<file path="src/shared/flash_host_pkg.sv">
package flash_host_pkg;
   // ------------------------------------------------------------
   // register map (byte addresses on the wishbone side)
   // ------------------------------------------------------------
   localparam logic [7:0] REG_CTRL     = 8'h00;
   localparam logic [7:0] REG_ADDR     = 8'h04;
   localparam logic [7:0] REG_WDATA    = 8'h08;
   localparam logic [7:0] REG_STATUS   = 8'h0c;
   localparam logic [7:0] REG_PINCTRL  = 8'h10;
   localparam logic [7:0] REG_RDATA    = 8'h14;
   // status and pin control field positions
   localparam int ST_BUSY    = 0;
   localparam int ST_READY   = 1;
   localparam int ST_WINDOW  = 2;
   localparam int ST_REFUSED = 3;
   localparam int PC_HWRST   = 0;
   localparam int PC_ACCEL   = 1;
   // ------------------------------------------------------------
   // widths and command codes
   // ------------------------------------------------------------
   localparam int AW = 21;
   localparam int DW = 16;
   localparam logic [AW-1:0] UNLOCK_A1 = 21'h000555;
   localparam logic [AW-1:0] UNLOCK_A2 = 21'h0002aa;
   localparam logic [10:0]   BANK_LOW  = 11'h555;
   localparam logic [7:0] CD_UNLOCK1 = 8'haa;
   localparam logic [7:0] CD_UNLOCK2 = 8'h55;
   localparam logic [7:0] CD_RESET   = 8'hf0;
   localparam logic [7:0] CD_AUTOSEL = 8'h90;
   localparam logic [7:0] CD_PROGRAM = 8'ha0;
   localparam logic [7:0] CD_BYPASS  = 8'h20;
   localparam logic [7:0] CD_ERASE   = 8'h80;
   localparam logic [7:0] CD_CHIP    = 8'h10;
   localparam logic [7:0] CD_SECTOR  = 8'h30;
   localparam logic [7:0] CD_SUSPEND = 8'hb0;
   localparam logic [7:0] CD_SECURE  = 8'h88;
   localparam logic [7:0] CD_ZERO    = 8'h00;
   // operations written to the control register
   typedef enum logic [3:0] {
      OP_RESET, OP_AUTOSEL, OP_READ, OP_PROGRAM, OP_BYP_ENTER,
      OP_BYP_PROG, OP_BYP_RESET, OP_CHIP_ERASE, OP_SECT_ERASE,
      OP_SECT_ADD, OP_SUSPEND, OP_SEC_ENTER, OP_SEC_EXIT, OP_NONE
   } op_t;
   // ------------------------------------------------------------
   // timing at 20 MHz
   // ------------------------------------------------------------
   localparam int CLK_NS       = 50;
   localparam int T_WP_NS      = 35;
   localparam int T_ACC_NS     = 90;
   localparam int T_WINDOW_US  = 50;
   localparam int WP_CYC  = (T_WP_NS + CLK_NS - 1) / CLK_NS;
   localparam int ACC_CYC = (T_ACC_NS + CLK_NS - 1) / CLK_NS + 2;
   localparam int WIN_CYC = (T_WINDOW_US * 1000) / CLK_NS;
endpackage : flash_host_pkg

</file>
<file path="src/rtl/flash_host_sequencer.sv">
// The Wishbone interface to the registers and the address map were left to the implementer.
`timescale 1ns/10ps
`default_nettype none
module flash_host_sequencer (
   input  wire logic                          clk_i,
   input  wire logic                          rst_i,
   input  wire logic                          ce_i,
   input  wire logic                          wb_cyc_i,
   input  wire logic                          wb_stb_i,
   input  wire logic                          wb_we_i,
   input  wire logic [7:0]                    wb_adr_i,
   input  wire logic [3:0]                    wb_sel_i,
   input  wire logic [31:0]                   wb_dat_i,
   output logic      [31:0]                   wb_dat_o,
   output logic                               wb_ack_o,
   output logic      [flash_host_pkg::AW-1:0] flash_addr_o,
   output logic      [flash_host_pkg::DW-1:0] flash_dq_o,
   output logic                               flash_dq_oe_n_o,
   input  wire logic [flash_host_pkg::DW-1:0] flash_dq_i,
   output logic                               flash_ce_n_o,
   output logic                               flash_we_n_o,
   output logic                               flash_oe_n_o,
   output logic                               flash_reset_n_o,
   output logic                               write_protect_accelerate_o,
   input  wire logic                          ready_busy_i
);
   import flash_host_pkg::*;

   typedef enum logic [2:0] {S_IDLE, S_SETUP, S_STROBE, S_HOLD, S_GAP}
      phase_t;

   typedef struct packed {
      phase_t          ph;
      op_t             op;
      logic [2:0]      idx;
      logic [2:0]      cnt;
      logic [AW-1:0]   addr;
      logic [DW-1:0]   wdata;
      logic [DW-1:0]   rdata;
      logic [AW-1:0]   pin_addr;
      logic [DW-1:0]   pin_dq;
      logic            dq_oe_n;
      logic            ce_n;
      logic            we_n;
      logic            oe_n;
      logic            hw_rst;
      logic            accel;
      logic [9:0]      win_cnt;
      logic            win_open;
      logic            refused;
      logic            ack;
      logic [31:0]     dat;
      logic            rb_s1;
      logic            rb_s2;
      logic [DW-1:0]   dq_s1;
      logic [DW-1:0]   dq_s2;
   } state_t;

   state_t s;
   state_t next_s;

   // --------------------------------------------------------------
   // helpers
   // --------------------------------------------------------------
   function automatic logic [31:0] merge(input logic [31:0] old_v,
                                         input logic [31:0] new_v,
                                         input logic [3:0]  sel);
      logic [31:0] r;
      r = old_v;
      for (int b = 0; b < 4; b++) begin
         if (sel[b]) begin
            r[8*b +: 8] = new_v[8*b +: 8];
         end
      end
      return r;
   endfunction : merge

   // one bus cycle of a sequence: {last, is_read, address, data}
   function automatic logic [AW+DW+1:0] step(input op_t op,
                                             input logic [2:0] idx,
                                             input logic [AW-1:0] a,
                                             input logic [DW-1:0] d);
      logic [AW-1:0] ba;
      logic [AW-1:0] ad;
      logic [DW-1:0] dt;
      logic          last;
      logic          rd;
      ba   = {a[AW-1:11], BANK_LOW};
      ad   = UNLOCK_A1;
      dt   = {8'h00, CD_UNLOCK1};
      last = 1'b0;
      rd   = 1'b0;
      if (idx == 3'd1 || idx == 3'd4) begin
         ad = UNLOCK_A2;
         dt = {8'h00, CD_UNLOCK2};
      end
      case (op)
         OP_RESET: begin
            last = 1'b1;
            dt   = {8'h00, CD_RESET};
         end
         OP_READ: begin
            last = 1'b1;
            rd   = 1'b1;
            ad   = a;
         end
         OP_SUSPEND: begin
            last = 1'b1;
            ad   = ba;
            dt   = {8'h00, CD_SUSPEND};
         end
         OP_SECT_ADD: begin
            last = 1'b1;
            ad   = a;
            dt   = {8'h00, CD_SECTOR};
         end
         OP_BYP_PROG: begin
            last = (idx == 3'd1);
            ad   = (idx == 3'd1) ? a : UNLOCK_A1;
            dt   = (idx == 3'd1) ? d : {8'h00, CD_PROGRAM};
         end
         OP_BYP_RESET: begin
            last = (idx == 3'd1);
            ad   = UNLOCK_A1;
            dt   = {8'h00, (idx == 3'd1) ? CD_ZERO : CD_AUTOSEL};
         end
         default: begin
            if (idx == 3'd2) begin
               last = (op == OP_AUTOSEL || op == OP_BYP_ENTER ||
                       op == OP_SEC_ENTER);
               ad   = (op == OP_AUTOSEL) ? ba : UNLOCK_A1;
               case (op)
                  OP_AUTOSEL:   dt = {8'h00, CD_AUTOSEL};
                  OP_PROGRAM:   dt = {8'h00, CD_PROGRAM};
                  OP_BYP_ENTER: dt = {8'h00, CD_BYPASS};
                  OP_SEC_ENTER: dt = {8'h00, CD_SECURE};
                  OP_SEC_EXIT:  dt = {8'h00, CD_AUTOSEL};
                  default:      dt = {8'h00, CD_ERASE};
               endcase
            end else if (idx == 3'd3) begin
               last = (op != OP_CHIP_ERASE && op != OP_SECT_ERASE);
               if (op == OP_PROGRAM) begin
                  ad = a;
                  dt = d;
               end else if (op == OP_SEC_EXIT) begin
                  dt = {8'h00, CD_ZERO};
               end
            end else if (idx == 3'd5) begin
               last = 1'b1;
               ad   = (op == OP_SECT_ERASE) ? a : UNLOCK_A1;
               dt   = {8'h00, (op == OP_SECT_ERASE) ? CD_SECTOR : CD_CHIP};
            end
         end
      endcase
      return {last, rd, ad, dt};
   endfunction : step

   logic [AW+DW+1:0] cur;
   logic             wb_req;
   logic             start;
   logic             allowed;
   op_t              req_op;

   assign cur    = step(s.op, s.idx, s.addr, s.wdata);
   assign wb_req = wb_cyc_i && wb_stb_i && !s.ack;
   assign start  = wb_req && wb_we_i && wb_adr_i == REG_CTRL && wb_sel_i[0];
   assign req_op = (wb_dat_i[3:0] < 4'(OP_NONE)) ? op_t'(wb_dat_i[3:0])
                                                 : OP_NONE;

   // --------------------------------------------------------------
   // command acceptance
   // --------------------------------------------------------------
   // outside the erase window a busy flash takes only reset, reads and suspend; others refused
   always_comb begin
      allowed = (s.ph == S_IDLE) && (req_op != OP_NONE);
      if (!s.rb_s2 && !s.win_open && req_op != OP_READ &&
          req_op != OP_RESET && req_op != OP_SUSPEND) begin
         allowed = 1'b0;
      end
      if (req_op == OP_AUTOSEL && !s.rb_s2) begin
         allowed = 1'b0;
      end
      // extra sectors only inside the window
      if (req_op == OP_SECT_ADD && !s.win_open) begin
         allowed = 1'b0;
      end
   end

   // --------------------------------------------------------------
   // next state
   // --------------------------------------------------------------
   always_comb begin
      next_s       = s;
      next_s.rb_s1 = ready_busy_i;
      next_s.rb_s2 = s.rb_s1;
      next_s.dq_s1 = flash_dq_i;
      next_s.dq_s2 = s.dq_s1;
      next_s.ack   = wb_req;
      next_s.dat   = 32'h0000_0000;
      // wishbone registers
      if (wb_req && wb_we_i) begin
         if (wb_adr_i == REG_ADDR) begin
            next_s.addr = AW'(merge(32'(s.addr), wb_dat_i, wb_sel_i));
         end else if (wb_adr_i == REG_WDATA) begin
            next_s.wdata = DW'(merge(32'(s.wdata), wb_dat_i, wb_sel_i));
         end else if (wb_adr_i == REG_PINCTRL && wb_sel_i[0]) begin
            next_s.hw_rst = wb_dat_i[PC_HWRST];
            // accelerate pin drives bypass mode in the flash
            next_s.accel  = wb_dat_i[PC_ACCEL];
         end
      end else if (wb_req) begin
         if (wb_adr_i == REG_ADDR) begin
            next_s.dat = 32'(s.addr);
         end else if (wb_adr_i == REG_WDATA) begin
            next_s.dat = 32'(s.wdata);
         end else if (wb_adr_i == REG_STATUS) begin
            next_s.dat[ST_BUSY]    = (s.ph != S_IDLE);
            next_s.dat[ST_READY]   = s.rb_s2;
            next_s.dat[ST_WINDOW]  = s.win_open;
            next_s.dat[ST_REFUSED] = s.refused;
         end else if (wb_adr_i == REG_PINCTRL) begin
            next_s.dat[PC_HWRST] = s.hw_rst;
            next_s.dat[PC_ACCEL] = s.accel;
         end else if (wb_adr_i == REG_RDATA) begin
            next_s.dat = 32'(s.rdata);
         end
      end
      if (s.win_open) begin
         next_s.win_cnt  = s.win_cnt - 10'd1;
         next_s.win_open = (s.win_cnt != 10'd1);
      end
      if (start) begin
         next_s.refused = !allowed;
         if (allowed) begin
            next_s.op  = req_op;
            next_s.idx = 3'd0;
            next_s.ph  = S_SETUP;
            // any command but sector add or suspend cancels the queued erase
            if (req_op != OP_SECT_ADD && req_op != OP_SUSPEND) begin
               next_s.win_open = 1'b0;
            end
         end
      end
      // bus cycle phases
      case (s.ph)
         S_SETUP: begin
            // address settles before the strobe falls
            next_s.ce_n     = 1'b0;
            next_s.pin_addr = cur[AW+DW-1:DW];
            next_s.pin_dq   = cur[DW-1:0];
            next_s.dq_oe_n  = cur[AW+DW];
            next_s.oe_n     = !cur[AW+DW];
            next_s.cnt      = cur[AW+DW] ? 3'(ACC_CYC) : 3'(WP_CYC);
            next_s.ph       = S_STROBE;
         end
         S_STROBE: begin
            next_s.we_n = cur[AW+DW];
            next_s.cnt  = s.cnt - 3'd1;
            if (s.cnt == 3'd1) begin
               next_s.ph = S_HOLD;
            end
         end
         S_HOLD: begin
            // data held while write strobe rises
            next_s.we_n = 1'b1;
            if (cur[AW+DW]) begin
               next_s.rdata = s.dq_s2;
            end
            // window starts at the final rising strobe
            if (cur[AW+DW+1] && (s.op == OP_SECT_ERASE ||
                                 s.op == OP_SECT_ADD)) begin
               next_s.win_open = 1'b1;
               next_s.win_cnt  = 10'(WIN_CYC);
            end
            next_s.ph = S_GAP;
         end
         S_GAP: begin
            next_s.ce_n    = 1'b1;
            next_s.oe_n    = 1'b1;
            next_s.dq_oe_n = 1'b1;
            next_s.idx     = s.idx + 3'd1;
            next_s.ph      = cur[AW+DW+1] ? S_IDLE : S_SETUP;
         end
         default: begin
         end
      endcase
   end

   // --------------------------------------------------------------
   // state register
   // --------------------------------------------------------------
   // clock enable low freezes every bit, synchronisers included
   always_ff @(posedge clk_i) begin
      if (rst_i) begin
         s         <= '0;
         s.ph      <= S_IDLE;
         s.op      <= OP_NONE;
         s.dq_oe_n <= 1'b1;
         s.ce_n    <= 1'b1;
         s.we_n    <= 1'b1;
         s.oe_n    <= 1'b1;
      end else if (ce_i) begin
         s <= next_s;
      end
   end

   // outputs straight from the state register
   assign wb_dat_o                   = s.dat;
   assign wb_ack_o                   = s.ack;
   assign flash_addr_o               = s.pin_addr;
   assign flash_dq_o                 = s.pin_dq;
   assign flash_dq_oe_n_o            = s.dq_oe_n;
   assign flash_ce_n_o               = s.ce_n;
   assign flash_we_n_o               = s.we_n;
   assign flash_oe_n_o               = s.oe_n;
   assign flash_reset_n_o            = !s.hw_rst;
   assign write_protect_accelerate_o = s.accel;

   // --------------------------------------------------------------
   // checks
   // --------------------------------------------------------------
   property p_strobe_in_select;
      @(posedge clk_i) disable iff (rst_i)
      !s.we_n |-> !s.ce_n && !s.dq_oe_n && s.oe_n;
   endproperty
   a_strobe_in_select: assert property (p_strobe_in_select)
      else $error("write strobe outside select or without data drive");

   property p_reset_code;
      @(posedge clk_i) disable iff (rst_i || !ce_i)
      s.ph == S_SETUP && s.op == OP_RESET |=>
         s.pin_dq[7:0] == CD_RESET && s.dq_oe_n == 1'b0;
   endproperty
   a_reset_code: assert property (p_reset_code)
      else $error("reset cycle does not carry f0");

   property p_unlock_first;
      @(posedge clk_i) disable iff (rst_i || !ce_i)
      s.ph == S_SETUP && s.idx == 3'd0 && s.op == OP_PROGRAM |=>
         s.pin_addr == UNLOCK_A1 && s.pin_dq[7:0] == CD_UNLOCK1;
   endproperty
   a_unlock_first: assert property (p_unlock_first)
      else $error("first unlock cycle wrong");

   property p_program_len;
      @(posedge clk_i) disable iff (rst_i || !ce_i)
      s.ph == S_GAP && s.op == OP_PROGRAM && s.idx == 3'd3 |=>
         s.ph == S_IDLE;
   endproperty
   a_program_len: assert property (p_program_len)
      else $error("program sequence not four cycles");

   property p_bypass_len;
      @(posedge clk_i) disable iff (rst_i || !ce_i)
      s.ph == S_GAP && s.op == OP_BYP_PROG |=>
         (s.idx == 3'd1) == (s.ph == S_SETUP);
   endproperty
   a_bypass_len: assert property (p_bypass_len)
      else $error("bypass program not two cycles");

   property p_erase_len;
      @(posedge clk_i) disable iff (rst_i || !ce_i)
      s.ph == S_GAP && s.op == OP_CHIP_ERASE |=>
         (s.ph == S_IDLE) == ($past(s.idx) == 3'd5);
   endproperty
   a_erase_len: assert property (p_erase_len)
      else $error("chip erase not six cycles");

   property p_window_start;
      @(posedge clk_i) disable iff (rst_i || !ce_i)
      $rose(s.win_open) |-> s.win_cnt == 10'(WIN_CYC) && s.we_n;
   endproperty
   a_window_start: assert property (p_window_start)
      else $error("erase window not loaded at strobe rise");

   property p_autosel_refused;
      @(posedge clk_i) disable iff (rst_i || !ce_i)
      start && req_op == OP_AUTOSEL && !s.rb_s2 |=>
         s.refused && ($past(s.ph) != S_IDLE || s.ph == S_IDLE);
   endproperty
   a_autosel_refused: assert property (p_autosel_refused)
      else $error("autoselect issued while flash busy");

   property p_ack_pulse;
      @(posedge clk_i) disable iff (rst_i || !ce_i)
      s.ack |=> !s.ack;
   endproperty
   a_ack_pulse: assert property (p_ack_pulse)
      else $error("ack held longer than one cycle");
endmodule : flash_host_sequencer
`default_nettype wire

</file>
<file path="config.mk">
export PLATFORM = sky130hd
export DESIGN_NAME = flash_host_sequencer
export DESIGN_NICKNAME = d
export VERILOG_FILES = /design/src/shared/flash_host_pkg.sv /design/src/rtl/flash_host_sequencer.sv
export SDC_FILE = /design/constraint.sdc
export NUM_CORES = 1
export LEC_CHECK = 0
export ABC_AREA = 1
export ABC_CLOCK_PERIOD_IN_PS = 2300
export BUFFER_PORTS_ARGS = -buffer_cell sky130_fd_sc_hd__buf_4
export CAP_MARGIN = 10
export CELL_PAD_IN_SITES_DETAIL_PLACEMENT = 0
export CELL_PAD_IN_SITES_GLOBAL_PLACEMENT = 1
export CORE_MARGIN = 5
export CORE_UTILIZATION = 41
export CTS_CLUSTER_DIAMETER = 150
export DETAILED_ROUTE_END_ITERATION = 7
export PLACE_DENSITY = 0.92
export SKIP_CTS_REPAIR_TIMING = 1
export SYNTH_ARGS = -nofsm -noshare
export SYNTH_HDL_FRONTEND = slang
export SYNTH_SLANG_ARGS = --single-unit
</file>
<file path="constraint.sdc">
create_clock -name clk_i -period 2.3 [get_ports clk_i]
set_input_delay 0.23 -clock clk_i [delete_from_list [all_inputs] [get_ports clk_i]]
set_output_delay 0.23 -clock clk_i [all_outputs]
set_load 0.05 [all_outputs]
</file>
# After elaboration in Yosys (flattened, before gate mapping)
# Index checks and enable logic that the tools add are counted.
# op_classes
bitwise_logic	2
reduce_logical	54
n_addsub	3
order_cmp	1
mux	55
n_eq_ne	35
# op_table
cell	n
2-to-1 mux 21 bit	7
2-to-1 mux 32 bit	4
2-to-1 mux 16 bit	7
one-hot mux 21 bit (5 select lines)	1
one-hot mux 16 bit (6 select lines)	1
2-to-1 mux 11 bit	4
one-hot mux 8 bit (4 select lines)	1
2-to-1 mux 28 bit	1
== test 4 bit (second input constant)	6
2-to-1 mux 10 bit	2
== test 8 x 4 -> 1 bit (second input constant)	2
== test 8 x 5 -> 1 bit (second input constant)	2
logical AND 1 bit	16
2-to-1 mux 8 bit	2
inequality test 4 bit (second input constant)	4
AND reduction 5 bit	3
2-to-1 mux 14 bit	1
== test 3 x 2 -> 1 bit (second input constant)	4
== test 4 x 3 -> 1 bit (second input constant)	3
one-hot mux 3 bit (4 select lines)	1
AND reduction 4 bit	3
2-to-1 mux 1 bit	10
inequality test 10 x 1 -> 1 bit (second input constant)	1
AND reduction 2 bit	5
other kinds (30)	59
# word_totals
word_cells	177
out_inout_bits	76
ff_bits	188

# Depth between registers and ports, before layout
# Gate-level depths: netlist of run 1.
# logic_depth
word_depth	13
mapped_depth	14
depth_no_buf	13

# Worst setup path after synthesis of run 1
# No wires, ideal clock.
# synth_timing
kind	register to register
from	reg s[178] (netlist name)
to	reg s[71] (netlist name)
arrival_time_ns	1.720
path_stages_with_launch	14
path_buffers	2
synth_period_minus_slack_ns	1.828
required_time_ns	2.191
slack_ns	0.472
cell_sequence	dfxtp_1 > ha_1 > ha_1 > clkbuf_1 > nand3_1 > nand2_1 > nand2_1 > nand2_4 > nand2_2 > or2_1 > buf_6 > nand2_4 > or2_1 > inv_1
# synth_between
elab_chain_len	8
word_cells_on_any_way	11
# synth_rtl
element	line_no	rtl
start: declaration	flash_host_sequencer.sv:59	state_t s;
start signal: assignment	flash_host_sequencer.sv:303	s <= next_s;
== test 3 bit	flash_host_sequencer.sv:148	end else if (idx == 3'd5) begin
2-to-1 mux 1 bit	flash_host_sequencer.sv:148	
2-to-1 mux 1 bit	flash_host_sequencer.sv:140	end else if (idx == 3'd3) begin
2-to-1 mux 1 bit	flash_host_sequencer.sv:128	if (idx == 3'd2) begin
one-hot mux 1 bit (2 select lines) *	flash_host_sequencer.sv:97	case (op)
logical AND 1 bit *	flash_host_sequencer.sv:270	if (cur[AW+DW+1] && (s.op == OP_SECT_ERASE ||
2-to-1 mux 11 bit *	flash_host_sequencer.sv:270	
2-to-1 mux 11 bit *	flash_host_sequencer.sv:245	case (s.ph)
# Mark *: on every way between the ends. The rest lies on a longest branch, timed or not.
# A chain may end at the register's enable or synchronous reset.

# Final worst setup path of run 1
# layout_timing
from	reg s[183] (netlist name)
to	reg s[136] (netlist name)
# layout_between
elab_chain_len	3
# layout_rtl
element	line_no
== test 4 x 2 -> 1 bit	flash_host_sequencer.sv:97
2-to-1 mux 1 bit	flash_host_sequencer.sv:97
AND reduction 3 bit (no line)	n/a
# Every way passes these cells.

==> results of run 1 <==
worst min path at each step:
stage,from,end,slack (ps),cells past startpoint
6_report,flash_dq_i[2],next_s[2],30,3
5_1_grt,flash_dq_i[8],next_s[8],10,3
4_1_cts,flash_dq_i[2],next_s[2],10,3
3_5_place_dp,s[132],s[132],440,2
3_3_place_gp,s[132],s[132],450,2
2_1_floorplan,wb_dat_i[4],s[158],360,2
state kept, by name, summed over array words and instances, names as in the netlist:
name,flops
flash_addr_o,21
flash_ce_n_o,1
flash_dq_o,16
flash_dq_oe_n_o,1
flash_oe_n_o,1
flash_we_n_o,1
next_s,17
s,96
wb_ack_o,1
wb_dat_o,21
write_protect_accelerate_o,1
stage by stage:
step	cell area, sq um	power (mW)	std cells	setup WS, ps	hold slack (ps)
2_1_floorplan	8790	3.63	1252	472	358
3_3_place_gp	9480	3.78	1541	219	447
3_5_place_dp	9480	3.79	1541	221	444
4_1_cts	10100	6.70	1573	190	14.7
5_1_grt	10100	6.92	1574	0.861	12.7
6_report	10100	6.65	1574	226	25.2
synth_stat cells (17+ instances only):
master    count  area share (%)
inv_1       128             5.5
nor3_1       21             1.2
buf_4        69             5.9
nand3_1      37             2.1
clkbuf_1     43             1.8
nand2_1     171             7.3
o21ai_0     152             8.7
nand4_1      17             1.2
nor2_1      163             7.0
a21oi_1     134             7.7
dfxtp_1     177              40
placed cells by master (no fill, tap or decap), types with 4 or more instances in the layout:
master      count
o21ai_1         6
o211ai_1       13
nor2_2          5
clkinvlp_4      5
nand3_1        37
nor4_1          7
nor3_1         21
nand2_2         8
nor3_2          4
inv_6           4
o221ai_1       13
xor2_1          5
nand4_1        17
inv_2           6
dfxtp_1       177
nand2_1       171
o21ai_0       152
a21oi_1       134
nor2_1        161
nor2_4          4
buf_4         141
conb_1         11
inv_1         126
clkbuf_16      17
o22ai_1         5
a31oi_1        10
ha_1            9
critical path, cell delays in order (launching register included):
cell        delay [ps]
dfxtp_1            380
nor2_2             220
nand2_1            310
nor2_2             400
clkinvlp_4         310
o21ai_0            260
a21oi_1             70
area by class of cell:
type / instances / area share, %
multi-input cells: 812 / 39.6
flip-flops and latches: 177 / 35.1
repair buffers: 143 / 10.9
inverters: 134 / 5.02
clock buffers: 19 / 4.39
well taps: 275 / 3.41
clock inverters: 13 / 1.49
repair inverters: 1 / 0.0744
routing by layer:
metal | vias up | GRT usage, % | wire (microns)
met5 | - | 0 | 0
met1 | 3604 | 27.7 | 11500
li1 | 4095 | - | -
met3 | 27 | 4.38 | 1590
met4 | 0 | 5.00 | 433
met2 | 254 | 30.2 | 10700
report_power, final:
group	switching [mW]	internal [mW]	total, mW
sequential	0.0347	3.13	3.17
clock	1.28	1.65	2.93
combinational	0.374	0.178	0.553
cells by family (layout without fill, tap and decap cells):
| group | Yosys count | in the layout | synth area share [%] |
|---|---|---|---|
| adders and majority gates | 9 | 9 | 1.29 |
| xor gates and xnor gates | 5 | 5 | 0.500 |
| DFF | 177 | 177 | 40.5 |
| buffers and inverters | 263 | 310 | 14.5 |
| and+or+nand+nor | 448 | 448 | 22.5 |
| other | 1 | 11 | 0.0428 |
| AOI/OAI and AO/OA | 339 | 339 | 20.7 |
==> metrics.cfg, run 1 <==
[outcome]
run_status=completed

[yosys]
synth_area_per_cell_sq_um=7.05
synth_flop_cell=dfxtp_1
netlist_area_sq_um=8760
ys_seq_elements=177
synth-async-reset-ratio_pct=0
netlist_instances=1242
synth_cell_types=41
ys_seq_area_share_pct=40.5
synth_edf_count=0
yosysWarningCount=0

[place]
io_buffers=119
hpwl_microns=17800
gp_congestion=0.914

[drt]
routed_via_density=5.07
vias=7980
drt.antenna.violating_nets=0
wirelength_microns=24300
first_iter_violations=688
dr.pass1.iters=5
drc=0
wire_per_inst_microns=15.4

[power]
power_density_nw_per_um2=659
leakage_nw=4.24
irDropWorstVdd_mv=0.506

[final_layout]
area.sequential_sq_um=3540
drive_gt1_share_pct=16.6
fillers=2162
syn_to_final_growth_pct=15.2
antennaDiodeCount=0
nNetsFinal=1362
multi_input_area_sq_um=4000
final_util_pct=48.0

[clock_network]
root_buffer=clkbuf_16
cts_buffer_depth=2
tritoncts=done
clkSinkCount=177
clk_pin_slew_worst_paths_ps=70
clock_latency_ps=430
htreeDepth=4
cts_inserted_buffers=17

[critical_path]
worst_r2r_endpoint=s[136]
worst_setup_path_end_kind=flip-flop
rrSetupSlack_ps=230
crit_start=s[183]
crit_fanout=15
setup.worst_path.class=flip-flop to flip-flop
cp.arrival_ps=2390
r2r_cells=6
required_ps=2610
crit_end=s[136]
r2r_start=s[183]
cp-start-kind=flip-flop

[global_route]
grt_max_degree=67
grt_pass1_wl_microns=38300
antenna_found_initial=0
grt_overflow=0
grt_use_total_pct=19.5
grt_pass1_vias=7284

[floorplan]
io_pins=143
die_x_microns=156
dieHeight_microns=156
core.rowCount=53
coreArea_sq_um=21000
die_area_sq_um=24400
start_util_pct=41.7

[worst_hold_path]
holdCritPathClass=input port to flip-flop

[timing]
tns_ps=0
worst_pin_slew_ps=720
maxSlewHeadroom_pct=52.0
hold_violations=0
slew_viol_final=0
rsz0062_at_grt=no
fin_crit_ps=2070
fin_crit_sh_pct=90.2
max_freq_mhz=482
finalClockSkew_ps=9.11
setup_violations=0

[flow_run]
cap_violations=0

Note: power is estimated with default switching activity, not from simulation.
==> inputs of run 2 (changes only) <==
--- a/config.mk
+++ b/config.mk
@@ -15,7 +15,7 @@
 export CORE_UTILIZATION = 41
 export CTS_CLUSTER_DIAMETER = 150
 export DETAILED_ROUTE_END_ITERATION = 7
-export PLACE_DENSITY = 0.92
+export PLACE_DENSITY = 0.88
 export SKIP_CTS_REPAIR_TIMING = 1
 export SYNTH_ARGS = -nofsm -noshare
 export SYNTH_HDL_FRONTEND = slang
==> metrics.cfg, run 2 (synthesis results as in run 1) <==
[drt]
drt.antenna.violating_nets=0  ; unchanged
dr.pass1.iters=5  ; unchanged
wirelength_microns=23800  ; -1.7%
drc=0  ; unchanged
first_iter_violations=572  ; -17%
routed_via_density=5.00  ; -1.5%
wire_per_inst_microns=15.1  ; -1.9%
vias=7874  ; -1.3%

[final_layout]
fin_area_sq_um=10100  ; about the same
final_util_pct=48.0  ; about the same
antennaDiodeCount=0  ; unchanged
drive_gt1_share_pct=16.3  ; -0.26 points
regMostFlops=s
largest_reg_flops=96  ; unchanged
final_common_cell=dfxtp_1
nNetsFinal=1364  ; +0.15%
final_cell_count_no_fill=1576  ; +0.13%
mostFrequentLayoutCells=177 x dfxtp_1, 171 x nand2_1, 162 x nor2_1, 152 x o21ai_0, 141 x buf_4
syn_to_final_growth_pct=15.3  ; about the same

[global_route]
antenna_found_initial=0  ; unchanged
grt_max_degree=110  ; +64%
grt_overflow=0  ; unchanged
grt_use_total_pct=19.2  ; -0.29 points
grt_pass1_vias=7210  ; -1.0%
grt_pass1_wl_microns=37600  ; -1.7%

[timing]
rsz0062_at_grt=no
fin_crit_ps=2140  ; +63.6 ps
finalClockSkew_ps=9.59  ; +0.476 ps
tns_ps=0  ; unchanged
maxSlewHeadroom_pct=58.6  ; +6.6 points
worst_pin_slew_ps=620  ; -99.2 ps
fin_crit_sh_pct=92.9  ; +2.8 points
setup_violations=0  ; unchanged
slew_viol_final=0  ; unchanged
hold_slack_ps=11.9  ; -13.3 ps
hold_violations=0  ; unchanged
layout_setup_ws_ps=163  ; -63.6 ps
max_freq_mhz=468  ; -3.0%

[clock_network]
htreeDepth=4  ; unchanged
clkSinkCount=177  ; unchanged
clock_latency_ps=440  ; about the same
tritoncts=done
root_buffer=clkbuf_16
cts_buffer_depth=2  ; unchanged
clk_pin_slew_worst_paths_ps=70  ; about the same
cts_inserted_buffers=17  ; unchanged

[critical_path]
required_ps=2610  ; about the same
worst_path_max_delay_cell=dfxtp_1
cp.arrival_ps=2450  ; +60 ps
crit_family=compound AO/OA/AOI/OAI gates
cp-start-kind=flip-flop
crit_fanout=9  ; -6
critical-path-max-stage-delay_ps=380  ; -20 ps
crit_buf_inv=2  ; +1
setup.worst_path.class=flip-flop to flip-flop
worst_setup_path_end_kind=flip-flop
crit_path_frequent_cell=a21oi_1
crit_path_cell_trace=inv_1 > ha_1 > nand2_1 > nand2_2 > a21oi_1 > inv_1 > nand2_2 > nand2_1 > a21oi_1 > a21oi_1

[floorplan]
die_x_microns=156  ; unchanged
start_util_pct=41.7  ; unchanged
die_area_sq_um=24400  ; unchanged
dieHeight_microns=156  ; unchanged
io_pins=143  ; unchanged
coreArea_sq_um=21000  ; unchanged
core.rowCount=53  ; unchanged

[power]
intPower_mw=4.78  ; -3.8%
power_density_nw_per_um2=654  ; -0.81%
leakage_nw=4.25  ; +0.19%
clkPwrFrac_pct=43.7  ; -0.4 points
p_sw_share_pct=27.7  ; +2.3 points
irDropWorstVdd_mv=0.472  ; -6.7%
power.switching_mw=1.83  ; +8.4%
p_seq_share_pct=47.9  ; +0.3 points
p_comb_share_pct=8.4  ; about the same
total_power_mw=6.60  ; -0.72%

[place]
post-place-cells=1541  ; unchanged
io_buffers=119  ; unchanged
dp_slack_ps=180  ; -40.8 ps
gp_congestion=0.891  ; -2.6%
place_area_sq_um=9480  ; unchanged
hpwl_microns=17500  ; -1.3%

[flow_run]
cap_violations=0  ; unchanged

[worst_hold_path]
holdCritPathClass=input port to flip-flop

[outcome]
run_status=completed

==> run 2: cell types whose count changed in the layout (fill, tap and decap cells not counted), sizes merged <==
cell / before / now
bufinv: 2 / 0
clkbuf: 19 / 17
clkinv: 3 / 6
clkinvlp: 5 / 2
dlygate4sd3: 0 / 3
inv: 138 / 141
==> run 2: cell type report <==
| class | instances | area, sq um |
|---|---|---|
| fill | 2165 | 10900 |
| sequential | 177 | 3540 |
| multi-input combinational | 812 | 3990 |
| timing repair buffer | 146 | 1130 |
| clock inverter | 15 | 164 |
| tap | 275 | 344 |
| clock buffer | 17 | 425 |
| inverter | 134 | 503 |
==> run 2: worst register-to-register path, delay by kind of cell (launching register included) <==
kind | cells | cell delay (ps)
compound gates | 3 | 660
simple gates | 4 | 600
flops | 1 | 380
buf+inv | 2 | 190
fa+ha+maj | 1 | 190
==> run 2: power groups by stage <==
stage	Clock [mW]	Combinational, mW	Sequential (mW)
after detailed placement	0	0.552	3.24
after global routing	3.06	0.614	3.17
after CTS	2.94	0.554	3.16
after floorplan	0	0.390	3.24
after global placement	0	0.550	3.23
final	2.89	0.554	3.16
==> run 2: path summary, 6_finish.rpt <==
check           startpoint         endpoint  slack (ps)  depth (start not counted)
max                 s[179]  flash_addr_o[3]         160                         10
min          flash_dq_i[3]        next_s[3]          10                          3
max reg2reg         s[179]  flash_addr_o[3]         160                         10
min reg2reg         s[124]           s[124]         460                          2
==> run 2: layer usage <==
metal | wire, microns | GRT usage (%)
met5 | 0 | 0
met4 | 298 | 4.92
met3 | 1420 | 3.63
met2 | 10600 | 29.4
met1 | 11500 | 28.0
